--- src/ulm_params.svh ---
// offsets, field positions, reset values and timing for the serial port
// assumes a 32-bit apb slave with byte addresses, one register per word
`ifndef ULM_PARAMS_SVH
`define ULM_PARAMS_SVH

// register byte offsets
`define ULM_OFF_DATA 8'h00
`define ULM_OFF_IRQEN 8'h04
`define ULM_OFF_FIFO 8'h08
`define ULM_OFF_LINE 8'h0C
`define ULM_OFF_HCTL 8'h10
`define ULM_OFF_LSTAT 8'h14
`define ULM_OFF_HSTAT 8'h18

// line status bit positions
`define ULM_LS_RDY 0
`define ULM_LS_OVR 1
`define ULM_LS_PAR 2
`define ULM_LS_SIL 4
`define ULM_LS_THE 5
`define ULM_LS_TAE 6
`define ULM_LS_RFE 7

// handshake control bit positions
`define ULM_HC_DTR 0
`define ULM_HC_RTS 1
`define ULM_HC_RIL 2
`define ULM_HC_IRQ 3
`define ULM_HC_LOOP 4

// fifo control, line config and irq enable bit positions
`define ULM_FC_EN 0
`define ULM_FC_RXRST 1
`define ULM_FC_TXRST 2
`define ULM_LC_PEN 0
`define ULM_LC_EVEN 1
`define ULM_IE_TXE 1

// reset values
`define ULM_HC_RST 5'h00
`define ULM_LC_RST 2'h0

// timing: clock period and bit time in ns
`define ULM_CLK_NS 100
`define ULM_BIT_NS 1000
`define ULM_BIT_CYC (`ULM_BIT_NS / `ULM_CLK_NS)

`endif

--- src/ulm_pkg.sv ---
// types shared by the serial port line status and modem control logic
// assumes ulm_params.svh supplies the numbers
package ulm_pkg;

   // one received character with its three error marks
   typedef struct packed {
      logic sil;         // whole frame low
      logic nstp;        // stop bit low
      logic perr;        // parity mismatch
      logic [7:0] dat;   // data, bit 0 first on the line
   } ulm_rx_ent_t;

   // active-low modem inputs grouped together
   typedef struct packed {
      logic dcd_n;
      logic ri_n;
      logic dsr_n;
      logic cts_n;
   } ulm_modem_t;

   // serial engine states, shared by transmitter and receiver
   typedef enum logic [2:0] {
      ST_IDLE = 3'b000,
      ST_START = 3'b001,
      ST_DATA = 3'b010,
      ST_PAR = 3'b011,
      ST_STOP = 3'b100,
      ST_HOLD = 3'b101
   } ulm_st_t;

endpackage

--- src/ulm_uart.sv ---
// serial port with line status and handshake control behind apb
// assumes apb master on pclk, serial and modem pins synchronous to pclk
//
// Design decisions made here: the APB register port and the register offsets.
`timescale 1ns/1ns
`include "ulm_params.svh"

module ulm_uart import ulm_pkg::*; #(
   parameter int DEPTH = 16,            // fifo depth, power of two
   parameter int BIT_CYC = `ULM_BIT_CYC // clocks per serial bit
)(
   input wire logic pclk,
   input wire logic presetn,
   input wire logic psel,
   input wire logic penable,
   input wire logic pwrite,
   input wire logic [7:0] paddr,
   input wire logic [31:0] pwdata,
   output logic [31:0] prdata,
   output logic pready,
   output logic pslverr,
   output logic serial_tx_pin,
   input wire logic serial_rx_pin,
   output logic rts_n,
   output logic dtr_n,
   input wire ulm_modem_t modem_in,
   output logic irq_out
);

   localparam int AW = $clog2(DEPTH);
   localparam logic [AW:0] FULLN = (AW+1)'(DEPTH);
   localparam logic [15:0] BITN = 16'(BIT_CYC - 1);
   localparam logic [15:0] HALFN = 16'(BIT_CYC / 2);

   ////////////////////////////////////////////////////////////////////
   // apb decode

   // true for any address the slave answers
   function automatic logic mapped(input logic [7:0] a);
      case (a)
         `ULM_OFF_DATA, `ULM_OFF_IRQEN, `ULM_OFF_FIFO, `ULM_OFF_LINE,
         `ULM_OFF_HCTL, `ULM_OFF_LSTAT, `ULM_OFF_HSTAT: mapped = 1'b1;
         default: mapped = 1'b0;
      endcase
   endfunction

   // any error mark set in a character
   function automatic logic ent_err(input ulm_rx_ent_t e);
      ent_err = e.sil | e.nstp | e.perr;
   endfunction

   logic acc;        // access phase, zero wait states
   logic wr;         // write takes effect this edge
   logic rd;         // read completes this edge
   assign acc = psel & penable;
   assign wr = acc & pwrite & mapped(paddr);
   assign rd = acc & ~pwrite & mapped(paddr);
   assign pready = 1'b1;
   assign pslverr = acc & ~mapped(paddr);

   logic data_wr, data_rd, st_rd, fifo_wr;
   assign data_wr = wr & (paddr == `ULM_OFF_DATA);
   assign data_rd = rd & (paddr == `ULM_OFF_DATA);
   assign st_rd = rd & (paddr == `ULM_OFF_LSTAT);
   assign fifo_wr = wr & (paddr == `ULM_OFF_FIFO);

   ////////////////////////////////////////////////////////////////////
   // control registers

   logic [4:0] hctl_reg;  // handshake control, bits 7..5 not stored
   logic fen_reg;         // fifo mode
   logic [1:0] lcfg_reg;  // parity enable, even parity
   logic txie_reg;        // tx holding empty irq enable

   // software writes; reserved bits dropped
   always_ff @(posedge pclk or negedge presetn) begin
      if (!presetn) begin
         hctl_reg <= `ULM_HC_RST;
         fen_reg <= 1'b0;
         lcfg_reg <= `ULM_LC_RST;
         txie_reg <= 1'b0;
      end else if (wr) begin
         case (paddr)
            `ULM_OFF_HCTL: hctl_reg <= pwdata[4:0];
            `ULM_OFF_FIFO: fen_reg <= pwdata[`ULM_FC_EN];
            `ULM_OFF_LINE: lcfg_reg <= pwdata[1:0];
            `ULM_OFF_IRQEN: txie_reg <= pwdata[`ULM_IE_TXE];
            default: ;
         endcase
      end
   end

   logic loop;
   assign loop = hctl_reg[`ULM_HC_LOOP];

   // a mode change empties both fifos, so depth never shrinks under data
   logic rx_rst, tx_rst, mode_chg;
   assign mode_chg = fifo_wr & (pwdata[`ULM_FC_EN] != fen_reg);
   assign rx_rst = fifo_wr & pwdata[`ULM_FC_RXRST] | mode_chg;
   assign tx_rst = fifo_wr & pwdata[`ULM_FC_TXRST] | mode_chg;

   logic [AW:0] cap;   // one slot in single-buffer mode
   assign cap = fen_reg ? FULLN : {{AW{1'b0}}, 1'b1};

   ////////////////////////////////////////////////////////////////////
   // modem pins and loopback

   logic tx_line;       // shifter output before the loopback mux
   logic rx_in;         // receiver input after the loopback mux
   logic [3:0] mstat;   // dcd, ri, dsr, cts as status levels

   assign serial_tx_pin = loop ? 1'b1 : tx_line;
   assign rx_in = loop ? tx_line : serial_rx_pin;
   assign rts_n = loop ? 1'b1 : ~hctl_reg[`ULM_HC_RTS];
   assign dtr_n = loop ? 1'b1 : ~hctl_reg[`ULM_HC_DTR];
   // ring bit only reaches status here, in loopback
   assign mstat = loop ? {hctl_reg[`ULM_HC_IRQ], hctl_reg[`ULM_HC_RIL],
                          hctl_reg[`ULM_HC_DTR], hctl_reg[`ULM_HC_RTS]}
                       : ~modem_in;

   ////////////////////////////////////////////////////////////////////
   // transmit fifo and shifter

   logic [7:0] tx_mem [DEPTH];
   logic [AW-1:0] tx_wp, tx_rp;
   logic [AW:0] tx_cnt;
   logic [15:0] tx_div;
   logic tx_tick, tx_push, tx_pop;
   ulm_st_t tx_st;
   logic [7:0] tx_byte;
   logic [2:0] tx_bit;
   logic hold_empty_reg;   // transmit holding stage empty

   assign tx_tick = (tx_div == 16'h0000);
   assign tx_push = data_wr & (tx_cnt < cap); // full fifo drops the write
   assign tx_pop = tx_tick & (tx_st == ST_IDLE) & (tx_cnt != '0);

   // bit-rate enable divider
   always_ff @(posedge pclk or negedge presetn) begin
      if (!presetn)
         tx_div <= 16'h0000;
      else
         tx_div <= tx_tick ? BITN : tx_div - 16'h0001;
   end

   // fifo storage
   always_ff @(posedge pclk) begin
      if (tx_push)
         tx_mem[tx_wp] <= pwdata[7:0];
   end

   // fifo pointers and count
   always_ff @(posedge pclk or negedge presetn) begin
      if (!presetn) begin
         tx_wp <= '0;
         tx_rp <= '0;
         tx_cnt <= '0;
      end else if (tx_rst) begin
         tx_wp <= '0;
         tx_rp <= '0;
         tx_cnt <= '0;
      end else begin
         if (tx_push)
            tx_wp <= tx_wp + 1'b1;
         if (tx_pop)
            tx_rp <= tx_rp + 1'b1;
         tx_cnt <= tx_cnt + {{AW{1'b0}}, tx_push} - {{AW{1'b0}}, tx_pop};
      end
   end

   // one state per bit period, moved on the bit-rate enable
   always_ff @(posedge pclk or negedge presetn) begin
      if (!presetn) begin
         tx_st <= ST_IDLE;
         tx_line <= 1'b1;
         tx_byte <= 8'h00;
         tx_bit <= 3'h0;
      end else if (tx_tick) begin
         case (tx_st)
            ST_IDLE: if (tx_pop) begin
               tx_byte <= tx_mem[tx_rp];
               tx_line <= 1'b0;
               tx_st <= ST_START;
            end
            ST_START: begin
               tx_line <= tx_byte[0];
               tx_bit <= 3'h0;
               tx_st <= ST_DATA;
            end
            ST_DATA: if (tx_bit == 3'h7) begin
               tx_line <= lcfg_reg[`ULM_LC_PEN] ?
                  (^tx_byte ^ ~lcfg_reg[`ULM_LC_EVEN]) : 1'b1;
               tx_st <= lcfg_reg[`ULM_LC_PEN] ? ST_PAR : ST_STOP;
            end else begin
               tx_line <= tx_byte[tx_bit + 3'h1];
               tx_bit <= tx_bit + 3'h1;
            end
            ST_PAR: begin
               tx_line <= 1'b1;
               tx_st <= ST_STOP;
            end
            ST_STOP: tx_st <= ST_IDLE;
            default: tx_st <= ST_IDLE;
         endcase
      end
   end

   // holding empty: set on last move to shifter, cleared by data write
   always_ff @(posedge pclk or negedge presetn) begin
      if (!presetn)
         hold_empty_reg <= 1'b1;
      else if (tx_rst || (tx_pop && tx_cnt == 1 && !tx_push))
         hold_empty_reg <= 1'b1;
      else if (tx_push)
         hold_empty_reg <= 1'b0;
   end

   logic temt;
   assign temt = (tx_cnt == '0) & (tx_st == ST_IDLE);

   // interrupt request, gated by the control register
   always_ff @(posedge pclk or negedge presetn) begin
      if (!presetn)
         irq_out <= 1'b0;
      else
         irq_out <= hctl_reg[`ULM_HC_IRQ] & txie_reg
                    & hold_empty_reg;
   end

   ////////////////////////////////////////////////////////////////////
   // receiver

   ulm_st_t rx_st;
   logic [15:0] rx_tmr;
   logic [7:0] rx_sh;
   logic [2:0] rx_bit;
   logic rx_zero, rx_pbit, rx_done;
   ulm_rx_ent_t rx_ent;

   assign rx_done = (rx_st == ST_STOP) & (rx_tmr == 16'h0000);
   // one driver for the whole entry: silent, missing stop, parity, data
   assign rx_ent = {rx_zero & ~rx_in,
                    ~rx_in,
                    lcfg_reg[`ULM_LC_PEN] &
                       (rx_pbit != (^rx_sh ^ ~lcfg_reg[`ULM_LC_EVEN])),
                    rx_sh};

   // samples mid-bit; a low stop waits for the line to rise again
   always_ff @(posedge pclk or negedge presetn) begin
      if (!presetn) begin
         rx_st <= ST_IDLE;
         rx_tmr <= 16'h0000;
         rx_sh <= 8'h00;
         rx_bit <= 3'h0;
         rx_zero <= 1'b0;
         rx_pbit <= 1'b0;
      end else begin
         rx_tmr <= (rx_tmr == 16'h0000) ? BITN : rx_tmr - 16'h0001;
         case (rx_st)
            ST_IDLE: if (!rx_in) begin
               rx_tmr <= HALFN;
               rx_st <= ST_START;
            end
            ST_START: if (rx_tmr == 16'h0000) begin
               // a glitch shorter than half a bit is dropped
               rx_st <= rx_in ? ST_IDLE : ST_DATA;
               rx_bit <= 3'h0;
               rx_zero <= 1'b1;
            end
            ST_DATA: if (rx_tmr == 16'h0000) begin
               rx_sh <= {rx_in, rx_sh[7:1]};
               rx_zero <= rx_zero & ~rx_in;
               rx_bit <= rx_bit + 3'h1;
               if (rx_bit == 3'h7)
                  rx_st <= lcfg_reg[`ULM_LC_PEN] ? ST_PAR : ST_STOP;
            end
            ST_PAR: if (rx_tmr == 16'h0000) begin
               rx_pbit <= rx_in;
               rx_zero <= rx_zero & ~rx_in;
               rx_st <= ST_STOP;
            end
            ST_STOP: if (rx_tmr == 16'h0000)
               rx_st <= rx_in ? ST_IDLE : ST_HOLD;
            ST_HOLD: if (rx_in)
               rx_st <= ST_IDLE;
            default: rx_st <= ST_IDLE;
         endcase
      end
   end

   ////////////////////////////////////////////////////////////////////
   // receive fifo; single-buffer mode is the same store with one slot

   ulm_rx_ent_t rx_mem [DEPTH];
   logic [AW-1:0] rx_wp, rx_rp;
   logic [AW:0] rx_cnt, rx_ecnt;
   logic rx_full, rx_pop, rx_wr, rx_ovw, rx_lost, head_new, head_new_d;
   ulm_rx_ent_t head;

   assign head = rx_mem[rx_rp];
   assign rx_full = (rx_cnt >= cap);
   assign rx_pop = data_rd & (rx_cnt != '0);
   assign rx_wr = rx_done & (~rx_full | rx_pop);
   assign rx_lost = rx_done & rx_full & ~rx_pop;
   assign rx_ovw = rx_lost & ~fen_reg; // single mode overwrites
   assign head_new = (rx_wr & ((rx_cnt == '0) | (rx_pop & rx_cnt == 1)))
                   | rx_ovw | (rx_pop & (rx_cnt > 1));

   // storage; overwrite lands on the unread character
   always_ff @(posedge pclk) begin
      if (rx_wr)
         rx_mem[rx_wp] <= rx_ent;
      else if (rx_ovw)
         rx_mem[rx_rp] <= rx_ent;
   end

   // pointers, count and count of characters carrying errors
   always_ff @(posedge pclk or negedge presetn) begin
      if (!presetn) begin
         rx_wp <= '0;
         rx_rp <= '0;
         rx_cnt <= '0;
         rx_ecnt <= '0;
      end else if (rx_rst) begin
         rx_wp <= '0;
         rx_rp <= '0;
         rx_cnt <= '0;
         rx_ecnt <= '0;
      end else begin
         if (rx_wr)
            rx_wp <= rx_wp + 1'b1;
         if (rx_pop)
            rx_rp <= rx_rp + 1'b1;
         rx_cnt <= rx_cnt + {{AW{1'b0}}, rx_wr} - {{AW{1'b0}}, rx_pop};
         rx_ecnt <= rx_ecnt + {{AW{1'b0}}, rx_wr & ent_err(rx_ent)}
                  - {{AW{1'b0}}, rx_pop & ent_err(head)};
      end
   end

   ////////////////////////////////////////////////////////////////////
   // line status flags

   logic [4:1] lerr_reg;   // sil, nstp, perr, ovr
   logic rfe_reg;
   logic [4:1] lerr_set;

   // errors are taken from the head one cycle after it changes
   always_ff @(posedge pclk or negedge presetn) begin
      if (!presetn)
         head_new_d <= 1'b0;
      else
         head_new_d <= head_new & ~rx_rst;
   end

   assign lerr_set = {head_new_d ? {head.sil, head.nstp, head.perr}
                                 : 3'b000, rx_lost};

   // read clears only what the read returned, so a late event survives
   always_ff @(posedge pclk or negedge presetn) begin
      if (!presetn)
         lerr_reg <= 4'h0;
      else
         lerr_reg <= lerr_set |
            (lerr_reg & ~(st_rd ? prdata[4:1] : 4'h0));
   end

   // fifo error indication, zero in single-buffer mode
   always_ff @(posedge pclk or negedge presetn) begin
      if (!presetn)
         rfe_reg <= 1'b0;
      else if (!fen_reg || rx_rst)
         rfe_reg <= 1'b0;
      else if (rx_ecnt != '0)
         rfe_reg <= 1'b1;
      else if (st_rd)
         rfe_reg <= 1'b0;
   end

   logic [7:0] lstat;
   assign lstat = {rfe_reg, temt, hold_empty_reg, lerr_reg,
                   rx_cnt != '0};

   ////////////////////////////////////////////////////////////////////
   // read data, captured in the setup phase

   logic [7:0] rmux;
   always_comb begin
      case (paddr)
         `ULM_OFF_DATA: rmux = head.dat;
         `ULM_OFF_IRQEN: rmux = {6'h00, txie_reg, 1'b0};
         `ULM_OFF_FIFO: rmux = {7'h00, fen_reg};
         `ULM_OFF_LINE: rmux = {6'h00, lcfg_reg};
         `ULM_OFF_HCTL: rmux = {3'h0, hctl_reg};
         `ULM_OFF_LSTAT: rmux = lstat;
         `ULM_OFF_HSTAT: rmux = {mstat, 4'h0};
         default: rmux = 8'h00;
      endcase
   end

   always_ff @(posedge pclk or negedge presetn) begin
      if (!presetn)
         prdata <= 32'h00000000;
      else if (psel && !penable)
         prdata <= {24'h000000, rmux};
   end
endmodule
--- config.mk ---
export PLATFORM = sky130hd
export DESIGN_NAME = ulm_uart
export DESIGN_NICKNAME = d
export VERILOG_FILES = /design/src/ulm_pkg.sv /design/src/ulm_uart.sv
export VERILOG_INCLUDE_DIRS = /design/src
export SDC_FILE = /design/constraint.sdc
export NUM_CORES = 1
export LEC_CHECK = 0
export ABC_AREA = 1
export BUFFER_PORTS_ARGS = -buffer_cell sky130_fd_sc_hd__buf_2
export CAP_MARGIN = 10
export CORE_MARGIN = 2
export CORE_UTILIZATION = 62
export DETAILED_ROUTE_END_ITERATION = 8
export PLACE_DENSITY = 0.8
export SYNTH_ARGS = -nofsm -noshare
export SYNTH_HDL_FRONTEND = slang
export SYNTH_SLANG_ARGS = --single-unit
--- constraint.sdc ---
create_clock -name pclk -period 3.81 [get_ports pclk]
set_input_delay 0.1905 -clock pclk [delete_from_list [all_inputs] [get_ports pclk]]
set_output_delay 0.1905 -clock pclk [all_outputs]
set_load 0.05 [all_outputs]
==> results of run 1 <==
-- cell type report --
cell class                      instances  area (sq um)
Fill cell                            2085          9266
Clock buffer                           59          1196
Timing Repair Buffer                   88         595.6
Sequential cell                       423         12110
Multi-Input combinational cell       1152          6112
Tap cell                              396         495.5
Clock inverter                         16         172.7
Inverter                              170         639.4
-- synthesized netlist by cell type (2+ instances only) --
cell type / n / area share, %
sky130_fd_sc_hd__a211oi_1: 3 / 0.12
sky130_fd_sc_hd__nand4_1: 23 / 0.75
sky130_fd_sc_hd__nand2_2: 11 / 0.36
sky130_fd_sc_hd__dfstp_2: 2 / 0.27
sky130_fd_sc_hd__o21ai_0: 195 / 5.1
sky130_fd_sc_hd__buf_1: 4 / 0.078
sky130_fd_sc_hd__xor2_1: 26 / 1.2
sky130_fd_sc_hd__ha_1: 39 / 2.5
sky130_fd_sc_hd__dfrtp_1: 117 / 15
sky130_fd_sc_hd__nor4_1: 4 / 0.13
sky130_fd_sc_hd__nand2_4: 2 / 0.12
sky130_fd_sc_hd__nand2_1: 242 / 4.7
sky130_fd_sc_hd__buf_4: 26 / 1.0
sky130_fd_sc_hd__inv_1: 163 / 3.2
sky130_fd_sc_hd__conb_1: 2 / 0.039
sky130_fd_sc_hd__or2_2: 8 / 0.26
sky130_fd_sc_hd__nor2_4: 6 / 0.35
sky130_fd_sc_hd__a31oi_1: 10 / 0.33
sky130_fd_sc_hd__a221oi_1: 3 / 0.14
sky130_fd_sc_hd__o21ai_1: 6 / 0.16
sky130_fd_sc_hd__fa_1: 3 / 0.31
sky130_fd_sc_hd__nor2_2: 10 / 0.33
sky130_fd_sc_hd__nor3_1: 20 / 0.52
sky130_fd_sc_hd__o211ai_1: 9 / 0.35
sky130_fd_sc_hd__nand3_1: 83 / 2.2
sky130_fd_sc_hd__nand3_4: 3 / 0.27
sky130_fd_sc_hd__clkbuf_1: 44 / 0.86
sky130_fd_sc_hd__nor2_1: 257 / 5.0
sky130_fd_sc_hd__a21oi_1: 51 / 1.3
sky130_fd_sc_hd__inv_2: 2 / 0.039
sky130_fd_sc_hd__o22ai_1: 40 / 1.3
sky130_fd_sc_hd__o21ai_2: 5 / 0.23
sky130_fd_sc_hd__nor3b_1: 2 / 0.078
sky130_fd_sc_hd__nand3b_1: 4 / 0.16
sky130_fd_sc_hd__clkinv_1: 4 / 0.078
sky130_fd_sc_hd__o221ai_1: 20 / 0.91
sky130_fd_sc_hd__edfxtp_1: 304 / 47
sky130_fd_sc_hd__xnor2_1: 17 / 0.77
sky130_fd_sc_hd__mux2_2: 8 / 0.47
sky130_fd_sc_hd__nand3_2: 9 / 0.47
sky130_fd_sc_hd__buf_2: 13 / 0.34
-- worst reg2reg max path, cell delays in order (launching register included) --
cell                       delay, ns
sky130_fd_sc_hd__dfrtp_1        0.42
sky130_fd_sc_hd__clkinv_1       0.21
sky130_fd_sc_hd__ha_1           0.35
sky130_fd_sc_hd__nand2_1        0.07
sky130_fd_sc_hd__nand3_1        0.07
sky130_fd_sc_hd__a21oi_1        0.33
sky130_fd_sc_hd__inv_1          0.10
sky130_fd_sc_hd__nand2_2        0.09
sky130_fd_sc_hd__nand2_2        0.08
sky130_fd_sc_hd__inv_1          0.08
sky130_fd_sc_hd__nand2_1        0.06
sky130_fd_sc_hd__ha_1           0.28
sky130_fd_sc_hd__inv_1          0.06
sky130_fd_sc_hd__ha_1           0.16
sky130_fd_sc_hd__inv_1          0.06
sky130_fd_sc_hd__fa_1           0.38
sky130_fd_sc_hd__or2_2          0.32
sky130_fd_sc_hd__nand2_1        0.07
sky130_fd_sc_hd__a21oi_1        0.08
sky130_fd_sc_hd__xor2_1         0.14
sky130_fd_sc_hd__nand2_1        0.07
sky130_fd_sc_hd__inv_1          0.04
-- per-layer routing --
metal	track usage (%)	vias to the layer above
met4	12.03	0
met2	48.48	576
met3	3.476	105
li1	-	6328
met1	34.51	6625
met5	0	-
-- worst paths after layout --
path	start	to	slack, ns	depth (start not counted)
worst max-delay path	fen_reg	rx_ecnt[4]	0.19	21
worst min-delay path	pwdata[6]	tx_mem[6][6]	0.03	1
worst max register to register	fen_reg	rx_ecnt[4]	0.19	21
worst min register to register	tx_div[0]	tx_div[0]	0.44	1
max in group asynchronous	presetn	tx_rp[0]	2.63	3
min in group asynchronous	presetn	rx_ecnt[2]	0.19	2
-- where the power goes --
part / internal (W) / switching [W] / total (W)
combinational: 0.000375 / 0.000738 / 0.00111
clock: 0.00235 / 0.00173 / 0.00408
sequential: 0.00511 / 0.000127 / 0.00524
total: 0.00784 / 0.00260 / 0.0104
-- what timing repair did --
item                                    CTS  global route
hold buffers                              1             0
endpoints found under the setup margin    0             1
hold endpoints to repair                 37             0
buffers inserted                          0             3
-- cells by family after synthesis --
kind of cell | share of synthesized area, %
XOR/XNOR | 1.959
multiplexers | 0.4686
AND/OR/NAND/NOR | 15.96
flip-flops | 62.98
buffers and inverters | 5.675
AO/OA/AOI/OAI | 10.07
adder cells (fa/ha/maj) | 2.850
other | 0.03906
-- metrics by stage --
step,cell area [sq um],instances,power (W),util (%)
final,21320,2304,0.01044,69.71
after global routing,21320,2304,0.01082,69.71
after CTS,21300,2301,0.01047,69.63
after detailed placement,19920,2225,0.006429,65.13
after global placement,19920,2225,0.006355,65.13
after floorplan,19310,1833,0.006135,-
==> results_tabular.tex, run 1 <==
\begin{tabular}{lr}
\hline
Metric & Value \\
\hline
\multicolumn{2}{l}{\textbf{Placement}} \\
\quad Post-DP HPWL & 28950 microns \\
\quad Final weighted congestion in routability-driven placement & 0.8878 \\
\quad Worst slack at placement & about 0.28 ns \\
\quad Buffers on Ports & 38 \\
\multicolumn{2}{l}{\textbf{Cells and area}} \\
\quad Largest register FFs & between 150 and 200 \\
\quad Number of nets in the layout & between 1500 and 2000 \\
\quad Area growth syn-to-layout & 10.91\% \\
\quad Most flops, register & rx\_mem \\
\quad Commonest non-fill, non-tap cell in the layout & sky130\_fd\_sc\_hd\_\_edfxtp\_1 \\
\quad Ratio of cells with drive above 1 in the final layout & between 10\% and 20\% \\
\quad Antenna cell count & 0 \\
\quad Leading cell types in the layout, fill and taps excluded & sky130\_fd\_sc\_hd\_\_edfxtp\_1 (304), sky130\_fd\_sc\_hd\_\_nor2\_1 (257), sky130\_fd\_sc\_hd\_\_nand2\_1 (242) \\
\quad Registers with the highest flip-flop counts & rx\_mem x176, tx\_mem x128 \\
\multicolumn{2}{l}{\textbf{Floorplan}} \\
\quad Initial core utilization & between 60\% and 70\% \\
\quad Standard-cell rows & between 60 and 70 \\
\quad Area of the placeable core & 30590 sq um \\
\quad Die Ht & 180.1 microns \\
\quad Number of placed I/O pins & slightly below 90 \\
\quad Die extent in x & 180.1 microns \\
\quad Die area & roughly 32000 sq um \\
\multicolumn{2}{l}{\textbf{Setup path}} \\
\quad Required @ worst endpoint & 4.26 ns \\
\quad Most used cell, CP & sky130\_fd\_sc\_hd\_\_inv\_1 \\
\quad Startpoint-to-endpoint class of the critical path & reg2reg \\
\quad Cells along the critical path & clkinv\_1, ha\_1, nand2\_1, nand3\_1, a21oi\_1, inv\_1, nand2\_2, nand2\_2, inv\_1, nand2\_1, ha\_1, inv\_1, ha\_1, inv\_1, fa\_1, or2\_2, nand2\_1, a21oi\_1, xor2\_1, nand2\_1, inv\_1 \\
\quad Worst path max stage delay & between 0.4 and 0.5 ns \\
\quad Critical path launch point type & flop \\
\quad Dominant delay contributor by cell family on the critical path & adder cells \\
\quad Endpoint kind of the worst setup timing path & flop \\
\quad Critical path peak fanout & 4 \\
\quad Endpoint arrival time on the critical path & around 4.1 ns \\
\quad Number of buffer and inverter instances along the worst setup path & 6 \\
\quad Master of the slowest instance on the critical path & sky130\_fd\_sc\_hd\_\_dfrtp\_1 \\
\multicolumn{2}{l}{\textbf{Power}} \\
\quad Maximum ir drop on the vdd rail & 0.4379 mV \\
\quad Power Density & a little under 500 nW/um\^{}2 \\
\quad Leakage power figure & approximately 8.6 nW \\
\multicolumn{2}{l}{\textbf{Logic synthesis}} \\
\quad Mapped Area & just under 20000 sq um \\
\quad Count of flip-flops with a built-in enable after synthesis & 304 \\
\quad YS warnings & 0 \\
\quad Synthesized netlist cell count & between 1500 and 2000 \\
\quad Part of the Yosys area used for sequential elements & between 60 and 70\% \\
\quad Commonest register cell after synthesis & sky130\_fd\_sc\_hd\_\_edfxtp\_1 \\
\quad Distinct cell type count after synthesis & between 50 and 60 \\
\quad Share of synthesized flip-flops with an asynchronous set or reset & 28.13\% \\
\quad Flop and latch count out of synthesis & 423 \\
\quad Mapped Avg Cell Area & $\sim$11 sq um \\
\multicolumn{2}{l}{\textbf{Global route}} \\
\quad Pin count of the biggest net entering global routing & 49 \\
\quad Number of global-route vias before repair & 13550 \\
\quad Antenna violations before repair & 0 \\
\quad First-pass GRT wire length & 70590 microns \\
\quad Global-route usage over all layers & between 20\% and 30\% \\
\quad Total gr overflow & 0 \\
\multicolumn{2}{l}{\textbf{Drt}} \\
\quad First-pass DRT Iterations & 6 \\
\quad Total number of vias & 13630 \\
\quad Sum of routed wire segments on met1 & approximately 17000 microns \\
\quad Met3 routed wirelength & approximately 3100 microns \\
\quad Post-Route WL & 44610 microns \\
\quad DRT iter0 DRCs & around 1400 \\
\quad WL met2 & 22710 microns \\
\quad Residual antenna-violating net count after detailed routing & 0 \\
\quad Top metal layer carrying routed signals & met4 \\
\quad Drt drc & 0 \\
\quad Vias per cell & between 5 and 6 \\
\quad Post-detailed-route wirelength per cell & slightly below 20 microns \\
\multicolumn{2}{l}{\textbf{STA}} \\
\quad Setup repair after global routing missed its margin & false \\
\quad Final worst hold slack & between 0.03 and 0.04 ns \\
\quad Number of setup violations in the final report & 0 \\
\quad Final TNS setup & 0 ns \\
\quad Hold Vio Cnt, Final & 0 \\
\quad Period minus WS final & approximately 3.6 ns \\
\quad Pin slew with the least headroom to its limit & $\sim$0.86 ns \\
\quad Max Freq & around 280 MHz \\
\quad Slew HR & between 40\% and 50\% \\
\quad Final max-slew violation count & 0 \\
\quad Fin crit share & 94.88\% \\
\quad Worst-case clock skew & about 0.019 ns \\
\quad Slack of the critical path & slightly below 0.2 ns \\
\multicolumn{2}{l}{\textbf{Clock network}} \\
\quad Maximum clock path buffer count & 3 \\
\quad Root cell of the clock tree & sky130\_fd\_sc\_hd\_\_clkbuf\_16 \\
\quad Deepest level of the CTS H-tree & 2 \\
\quad Number of instances resized during post-cts repair & 0 \\
\quad CTS clock-pin slew for the worst setup and hold paths & 0.06 ns \\
\quad Num Clock Sinks & 423 \\
\quad Inserted Clock Buffers & 42 \\
\quad Clk Latency, worst-skew pair & between 0.5 and 0.6 ns \\
\quad Clock tree from TritonCTS & done \\
\multicolumn{2}{l}{\textbf{Run status}} \\
\quad Run status & completed \\
\multicolumn{2}{l}{\textbf{Min path}} \\
\quad Class of the worst hold path & in2reg \\
\multicolumn{2}{l}{\textbf{Job}} \\
\quad Max cap viols & 0 \\
\hline
\end{tabular}
Note: power is estimated with default switching activity, not from simulation.
==> run 2: changes to the inputs <==
CORE_UTILIZATION = 30   (was 62)
PLACE_DENSITY = not set   (was 0.8)
SETUP_SLACK_MARGIN = 0.3   (was not set)
==> run 2 against run 1 <==
Compared with the run above:
- sequential share of layout area fell by 2.1 points
- setup slack improved by 0.33 ns
- highest routed layer is now met5
- critical endpoint unchanged
- wire length rose by 4.7%
- combinational power barely moved
- flip-flop and latch count did not move
- sequential power barely moved
- non-clock buffer count rose by 8
- first-iteration DRC count fell by 27%
- clock power rose by 5.1%
==> results_tabular.tex, run 2 (synthesized netlist as in run 1, its figures left out) <==
\begin{tabular}{lr}
\hline
Metric & Value \\
\hline
\multicolumn{2}{l}{\textbf{Clock network}} \\
\quad Maximum clock path buffer count & 3 \\
\quad Inserted Clock Buffers & just over 40 \\
\quad Clock tree from TritonCTS & done \\
\quad Root cell of the clock tree & sky130\_fd\_sc\_hd\_\_clkbuf\_16 \\
\quad Num Clock Sinks & approximately 420 \\
\quad CTS clock-pin slew for the worst setup and hold paths & 0.07 ns \\
\quad Clk Latency, worst-skew pair & between 0.5 and 0.6 ns \\
\quad Deepest level of the CTS H-tree & 2 \\
\multicolumn{2}{l}{\textbf{STA}} \\
\quad Slew HR & 34.66\% \\
\quad Period minus WS final & approximately 3.3 ns \\
\quad Hold Vio Cnt, Final & 0 \\
\quad Pin slew with the least headroom to its limit & between 0.9 and 1 ns \\
\quad Slack of the critical path & about 0.52 ns \\
\quad Fin crit share & a little under nine tenths \\
\quad Max Freq & slightly above 300 MHz \\
\quad Setup repair after global routing missed its margin & false \\
\quad Number of setup violations in the final report & 0 \\
\quad Worst-case clock skew & approximately 0.016 ns \\
\quad Final TNS setup & 0 ns \\
\quad Final max-slew violation count & 0 \\
\multicolumn{2}{l}{\textbf{Setup path}} \\
\quad Critical path peak fanout & 7 \\
\quad Startpoint-to-endpoint class of the critical path & reg2reg \\
\quad Cells along the critical path & clkinvlp\_4, buf\_4, o21ai\_0, o221ai\_1, nand3\_1, nand2\_1, inv\_1, a31oi\_1, ha\_1, inv\_1, ha\_1, inv\_1, fa\_1, or2\_2, nand2\_1, a21oi\_1, xor2\_1, nand2\_1, inv\_1 \\
\quad Endpoint arrival time on the critical path & $\sim$3.7 ns \\
\quad Master of the slowest instance on the critical path & sky130\_fd\_sc\_hd\_\_dfrtp\_2 \\
\quad Required @ worst endpoint & approximately 4.2 ns \\
\quad Worst Reg-to-Reg Cells & 19 \\
\quad Dominant delay contributor by cell family on the critical path & adder cells \\
\quad Number of logic stages on the critical path including buffering & 19 \\
\quad Endpoint kind of the worst setup timing path & flop \\
\quad Critical path launch point type & flop \\
\quad Worst path max stage delay & about 0.46 ns \\
\quad Most used cell, CP & sky130\_fd\_sc\_hd\_\_inv\_1 \\
\quad Number of buffer and inverter instances along the worst setup path & 6 \\
\multicolumn{2}{l}{\textbf{Floorplan}} \\
\quad Number of placed I/O pins & 88 \\
\quad Die extent in x & 257.2 microns \\
\quad Initial core utilization & a little over 30\% \\
\quad Standard-cell rows & 92 \\
\quad Area of the placeable core & about 63000 sq um \\
\quad Die Ht & between 200 and 300 microns \\
\quad Die area & 66130 sq um \\
\multicolumn{2}{l}{\textbf{Power}} \\
\quad Leakage power figure & 8.676 nW \\
\quad Net switching fraction of the power & between 20\% and 30\% \\
\quad Part of the power in registers & about 49\% \\
\quad Maximum ir drop on the vdd rail & $\sim$0.27 mV \\
\quad Power Density & $\sim$480 nW/um\^{}2 \\
\quad Cell internal pwr & 0.008059 W \\
\quad Clk network pwr share & 40.3\% \\
\quad Combinational fraction of design power & 10.5\% \\
\quad Switching power total & around 0.0026 W \\
\multicolumn{2}{l}{\textbf{Cells and area}} \\
\quad Number of nets in the layout & between 1500 and 2000 \\
\quad Commonest non-fill, non-tap cell in the layout & sky130\_fd\_sc\_hd\_\_edfxtp\_1 \\
\quad Area growth syn-to-layout & 15.15\% \\
\quad Antenna cell count & 0 \\
\quad Leading cell types in the layout, fill and taps excluded & sky130\_fd\_sc\_hd\_\_edfxtp\_1 (304), sky130\_fd\_sc\_hd\_\_nor2\_1 (255), sky130\_fd\_sc\_hd\_\_nand2\_1 (241) \\
\quad Largest register FFs & 176 \\
\quad Ratio of cells with drive above 1 in the final layout & 12.52\% \\
\quad Registers with the highest flip-flop counts & rx\_mem x176, tx\_mem x128 \\
\quad Design area & 22140 sq um \\
\quad Most flops, register & rx\_mem \\
\multicolumn{2}{l}{\textbf{Global route}} \\
\quad First-pass GRT wire length & 71060 microns \\
\quad Global-route usage over all layers & between 10 and 15\% \\
\quad Number of global-route vias before repair & roughly 13000 \\
\quad Pin count of the biggest net entering global routing & between 90 and 100 \\
\quad Total gr overflow & 0 \\
\quad Antenna violations before repair & 3 \\
\multicolumn{2}{l}{\textbf{Min path}} \\
\quad Hold-critical path depth & 1 \\
\quad Class of the worst hold path & in2reg \\
\multicolumn{2}{l}{\textbf{Placement}} \\
\quad Post-DP HPWL & 29860 microns \\
\quad Cell area reported after detailed placement & around 20000 sq um \\
\quad Worst slack at placement & roughly 0.40 ns \\
\quad Final weighted congestion in routability-driven placement & $\sim$0.84 \\
\quad Buffers on Ports & 38 \\
\multicolumn{2}{l}{\textbf{Drt}} \\
\quad Vias per cell & 4.766 \\
\quad First-pass DRT Iterations & 6 \\
\quad Drt drc & 0 \\
\quad Post-detailed-route wirelength per cell & around 17 microns \\
\quad Total number of vias & 13170 \\
\quad DRT iter0 DRCs & 1017 \\
\quad Residual antenna-violating net count after detailed routing & 0 \\
\quad Post-Route WL & 46720 microns \\
\multicolumn{2}{l}{\textbf{Run status}} \\
\quad Run status & completed \\
\multicolumn{2}{l}{\textbf{Job}} \\
\quad Max cap viols & 0 \\
\hline
\end{tabular}
-- run 2: cell types whose count changed in the layout (fill, tap and decap cells not counted), moves of 3 or more --
cell,previous run,this run
sky130_fd_sc_hd__clkbuf_16,43,47
sky130_fd_sc_hd__clkinvlp_4,0,3
sky130_fd_sc_hd__bufinv_16,2,6
sky130_fd_sc_hd__clkinv_4,0,3
-- run 2: final cells by class --
class	count	area (sq um)
timing repair buffer	96	760.7
tap	846	1059
clock buffer	57	1169
inverter	170	654.4
multi-input combinational	1152	6123
clock inverter	19	259.0
fill	6187	41060
sequential	423	12110
-- run 2: stage by stage --
stage          power [W]  std cells  util (%)  hold slack, ns
6_report         0.01065       2763     35.03         0.04941
3_5_place_dp    0.006426       2672     32.40          0.3454
2_1_floorplan   0.006135       1833         -         -0.1051
3_3_place_gp    0.006387       2672     32.40          0.3249
4_1_cts          0.01071       2749     34.68         0.03354
5_1_grt          0.01109       2763     35.03         0.04230
-- run 2: power by group through the flow --
| stage | Sequential [W] | Clock, W | Combinational [W] |
|---|---|---|---|
| 6_report | 0.00523 | 0.00429 | 0.00112 |
| 5_1_grt | 0.00525 | 0.00456 | 0.00128 |
| 4_1_cts | 0.00523 | 0.00437 | 0.00111 |
| 3_5_place_dp | 0.00532 | 0 | 0.00110 |
| 3_3_place_gp | 0.00532 | 0 | 0.00107 |
| 2_1_floorplan | 0.00532 | 0 | 0.000812 |
-- run 2: routing by layer --
| metal | routed length [microns] | track usage (%) | up-vias |
|---|---|---|---|
| li1 | - | - | 6353 |
| met3 | 3243 | 3.182 | 67 |
| met4 | 989 | 3.795 | 6 |
| met5 | 34 | 0 | - |
| met2 | 21400 | 21.94 | 352 |
| met1 | 21050 | 18.41 | 6390 |
-- run 2: repair_timing --
action / CTS / global route
setup endpoints to repair: 0 / 2
setup buffers: 0 / 10
hold buffers: 1 / 0
endpoints found under the hold margin: 85 / 0
resized for setup: 0 / 16
-- run 2: worst paths after layout --
check | start | end | slack (ns)
worst max-delay path | rx_rp[1] | rx_ecnt[4] | 0.52
worst min-delay path | pwdata[7] | tx_mem[3][7] | 0.05
worst max register to register | rx_rp[1] | rx_ecnt[4] | 0.52
worst min register to register | tx_div[0] | tx_div[0] | 0.43
max in group asynchronous | presetn | tx_line | 2.42
min in group asynchronous | presetn | rx_tmr[2] | 0.34
==> run 3: changes to the inputs <==
CTS_CLUSTER_SIZE = 28   (was not set)
PLACE_DENSITY = 0.42   (was not set)
REMOVE_ABC_BUFFERS = 1   (was not set)
==> run 3 against run 2 <==
Compared with the run above:
- sequential power barely moved
- design area rose by 0.80%
- total power rose by 3.0%
- register-to-register slack got worse by 0.13 ns
- sequential share of layout area fell by 0.45 points
- setup slack got worse by 0.13 ns
- first-iteration DRC count fell by 17%
- clock power rose by 7.7%
- global-route usage rose by 2.2 points
- via count fell by 0.11%
==> results_tabular.tex, run 3 (synthesized netlist as in run 1, its figures left out) <==
\begin{tabular}{lr}
\hline
Metric & Value \\
\hline
\multicolumn{2}{l}{\textbf{Run status}} \\
\quad Run status & completed \\
\multicolumn{2}{l}{\textbf{Setup path}} \\
\quad Startpoint-to-endpoint class of the critical path & reg2reg \\
\quad Critical path launch point type & flop \\
\quad Endpoint kind of the worst setup timing path & flop \\
\quad Required @ worst endpoint & 4.27 ns \\
\quad Critical path peak fanout & 17 \\
\quad Endpoint arrival time on the critical path & between 3 and 4 ns \\
\multicolumn{2}{l}{\textbf{Cells and area}} \\
\quad Largest register FFs & 176 \\
\quad Area growth syn-to-layout & 16.07\% \\
\quad Number of nets in the layout & 1995 \\
\quad Antenna cell count & 0 \\
\quad Leading cell types in the layout, fill and taps excluded & sky130\_fd\_sc\_hd\_\_edfxtp\_1 (304), sky130\_fd\_sc\_hd\_\_nor2\_1 (257), sky130\_fd\_sc\_hd\_\_nand2\_1 (242) \\
\quad Registers with the highest flip-flop counts & rx\_mem x176, tx\_mem x128 \\
\quad Commonest non-fill, non-tap cell in the layout & sky130\_fd\_sc\_hd\_\_edfxtp\_1 \\
\quad Most flops, register & rx\_mem \\
\quad Ratio of cells with drive above 1 in the final layout & 12.87\% \\
\multicolumn{2}{l}{\textbf{Floorplan}} \\
\quad Die area & 66130 sq um \\
\quad Initial core utilization & between 30\% and 40\% \\
\quad Number of placed I/O pins & a little under 90 \\
\quad Die Ht & 257.2 microns \\
\quad Die extent in x & $\sim$260 microns \\
\quad Area of the placeable core & roughly 63000 sq um \\
\quad Standard-cell rows & roughly 90 \\
\multicolumn{2}{l}{\textbf{STA}} \\
\quad Number of setup violations in the final report & 0 \\
\quad Slew HR & 29.81\% \\
\quad Final worst hold slack & roughly 0.032 ns \\
\quad Pin slew with the least headroom to its limit & approximately 1.1 ns \\
\quad Setup repair after global routing missed its margin & true \\
\quad Hold Vio Cnt, Final & 0 \\
\quad Final TNS setup & 0 ns \\
\quad Max Freq & approximately 290 MHz \\
\quad Final max-slew violation count & 0 \\
\quad Fin crit share & between 80\% and 90\% \\
\quad Worst-case clock skew & between 0.03 and 0.04 ns \\
\quad Period minus WS final & around 3.4 ns \\
\multicolumn{2}{l}{\textbf{Drt}} \\
\quad Vias per cell & $\sim$4.7 \\
\quad Post-detailed-route wirelength per cell & 18.78 microns \\
\quad Residual antenna-violating net count after detailed routing & 0 \\
\quad First-pass DRT Iterations & 5 \\
\quad Total number of vias & approximately 13000 \\
\quad DRT iter0 DRCs & around 850 \\
\quad Drt drc & 0 \\
\quad Post-Route WL & about 52000 microns \\
\multicolumn{2}{l}{\textbf{Placement}} \\
\quad Final weighted congestion in routability-driven placement & slightly below 0.8 \\
\quad Post-DP HPWL & about 34000 microns \\
\quad Buffers on Ports & 38 \\
\multicolumn{2}{l}{\textbf{Clock network}} \\
\quad Clock tree from TritonCTS & done \\
\quad Num Clock Sinks & roughly 420 \\
\quad CTS clock-pin slew for the worst setup and hold paths & around 0.060 ns \\
\quad Clk Latency, worst-skew pair & 0.59 ns \\
\quad Root cell of the clock tree & sky130\_fd\_sc\_hd\_\_clkbuf\_16 \\
\quad Maximum clock path buffer count & 3 \\
\quad Deepest level of the CTS H-tree & 2 \\
\quad Inserted Clock Buffers & 49 \\
\multicolumn{2}{l}{\textbf{Global route}} \\
\quad Pin count of the biggest net entering global routing & a little over 100 \\
\quad First-pass GRT wire length & 79910 microns \\
\quad Number of global-route vias before repair & 12840 \\
\quad Global-route usage over all layers & $\sim$16\% \\
\quad Antenna violations before repair & 1 \\
\quad Total gr overflow & 0 \\
\multicolumn{2}{l}{\textbf{Power}} \\
\quad Power Density & approximately 490 nW/um\^{}2 \\
\quad Maximum ir drop on the vdd rail & about 0.32 mV \\
\quad Leakage power figure & between 8 and 9 nW \\
\multicolumn{2}{l}{\textbf{Min path}} \\
\quad Class of the worst hold path & in2reg \\
\multicolumn{2}{l}{\textbf{Job}} \\
\quad Max cap viols & 0 \\
\hline
\end{tabular}
## run 3: per-stage QoR
step / total power, W / setup WS [ns] / cell area (sq um) / util (%) / instances
final: 0.01097 / 0.3977 / 22320 / 35.31 / 2788
after global routing: 0.01149 / 0.1820 / 22320 / 35.31 / 2788
after CTS: 0.01112 / 0.3077 / 22240 / 35.19 / 2783
after detailed placement: 0.006439 / 0.2639 / 20640 / 32.66 / 2690
after global placement: 0.006429 / 0.2756 / 20640 / 32.66 / 2690
after floorplan: 0.006114 / -1.420 / 18860 / - / 1745
## run 3: path summary, 6_finish.rpt
path | startpoint | to | slack, ns | depth (start not counted)
min in group asynchronous | presetn | rx_tmr[11] | 0.30 | 2
setup / recovery | rx_rp[0] | rx_ecnt[4] | 0.40 | 21
hold / removal | pwdata[6] | tx_mem[10][6] | 0.03 | 1
setup reg to reg | rx_rp[0] | rx_ecnt[4] | 0.40 | 21
max in group asynchronous | presetn | rx_tmr[3] | 2.64 | 3
hold reg to reg | rx_tmr[0] | rx_tmr[0] | 0.43 | 1
## run 3: power breakdown
group | total, W | leakage (nW) | internal (W) | switching [W]
sequential | 0.00523 | 4.13 | 0.00512 | 0.000118
clock | 0.00462 | 0.762 | 0.00267 | 0.00195
combinational | 0.00111 | 3.89 | 0.000376 | 0.000733
## run 3: critical path, cell delays in order, from the launching register on
cell and delay (ns):
sky130_fd_sc_hd__dfrtp_2 0.45, sky130_fd_sc_hd__inv_4 0.16, sky130_fd_sc_hd__buf_12 0.17, sky130_fd_sc_hd__nor2_1 0.05, sky130_fd_sc_hd__nor2_1 0.07, sky130_fd_sc_hd__o21ai_0 0.08, sky130_fd_sc_hd__o211ai_1 0.09, sky130_fd_sc_hd__o211ai_1 0.11
sky130_fd_sc_hd__nand2_1 0.16, sky130_fd_sc_hd__inv_1 0.09, sky130_fd_sc_hd__a31oi_2 0.22, sky130_fd_sc_hd__ha_1 0.27, sky130_fd_sc_hd__inv_1 0.06, sky130_fd_sc_hd__ha_1 0.17, sky130_fd_sc_hd__inv_1 0.06, sky130_fd_sc_hd__fa_1 0.37
sky130_fd_sc_hd__or2_2 0.31, sky130_fd_sc_hd__nand2_1 0.06, sky130_fd_sc_hd__a21oi_1 0.07, sky130_fd_sc_hd__xor2_1 0.14, sky130_fd_sc_hd__nand2_1 0.07, sky130_fd_sc_hd__inv_1 0.04
## run 3: what timing repair did
action / in CTS / in global routing
hold buffers: 3 / 0
endpoints found under the setup margin: 1 / 3
gates cloned: 0 / 1
hold endpoints to repair: 129 / 0
gates resized for setup: 1 / 8
setup buffers: 0 / 4
## run 3: layout make-up
class / count / area [sq um]
clock buffers: 60 / 1287
clock inverters: 30 / 276.5
fillers: 6344 / 40880
inverters: 170 / 645.6
multi-input cells: 1152 / 6127
flip-flops and latches: 423 / 12110
well taps: 846 / 1059
repair buffers: 107 / 809.5
## run 3: metal layers
metal / global-route usage [%] / vias to the layer above / wire [microns]
met5: 0 / - / 7
met4: 4.328 / 2 / 1204
met3: 2.522 / 78 / 2384
met2: 24.19 / 267 / 22960
met1: 23.13 / 6402 / 25810
li1: - / 6405 / -
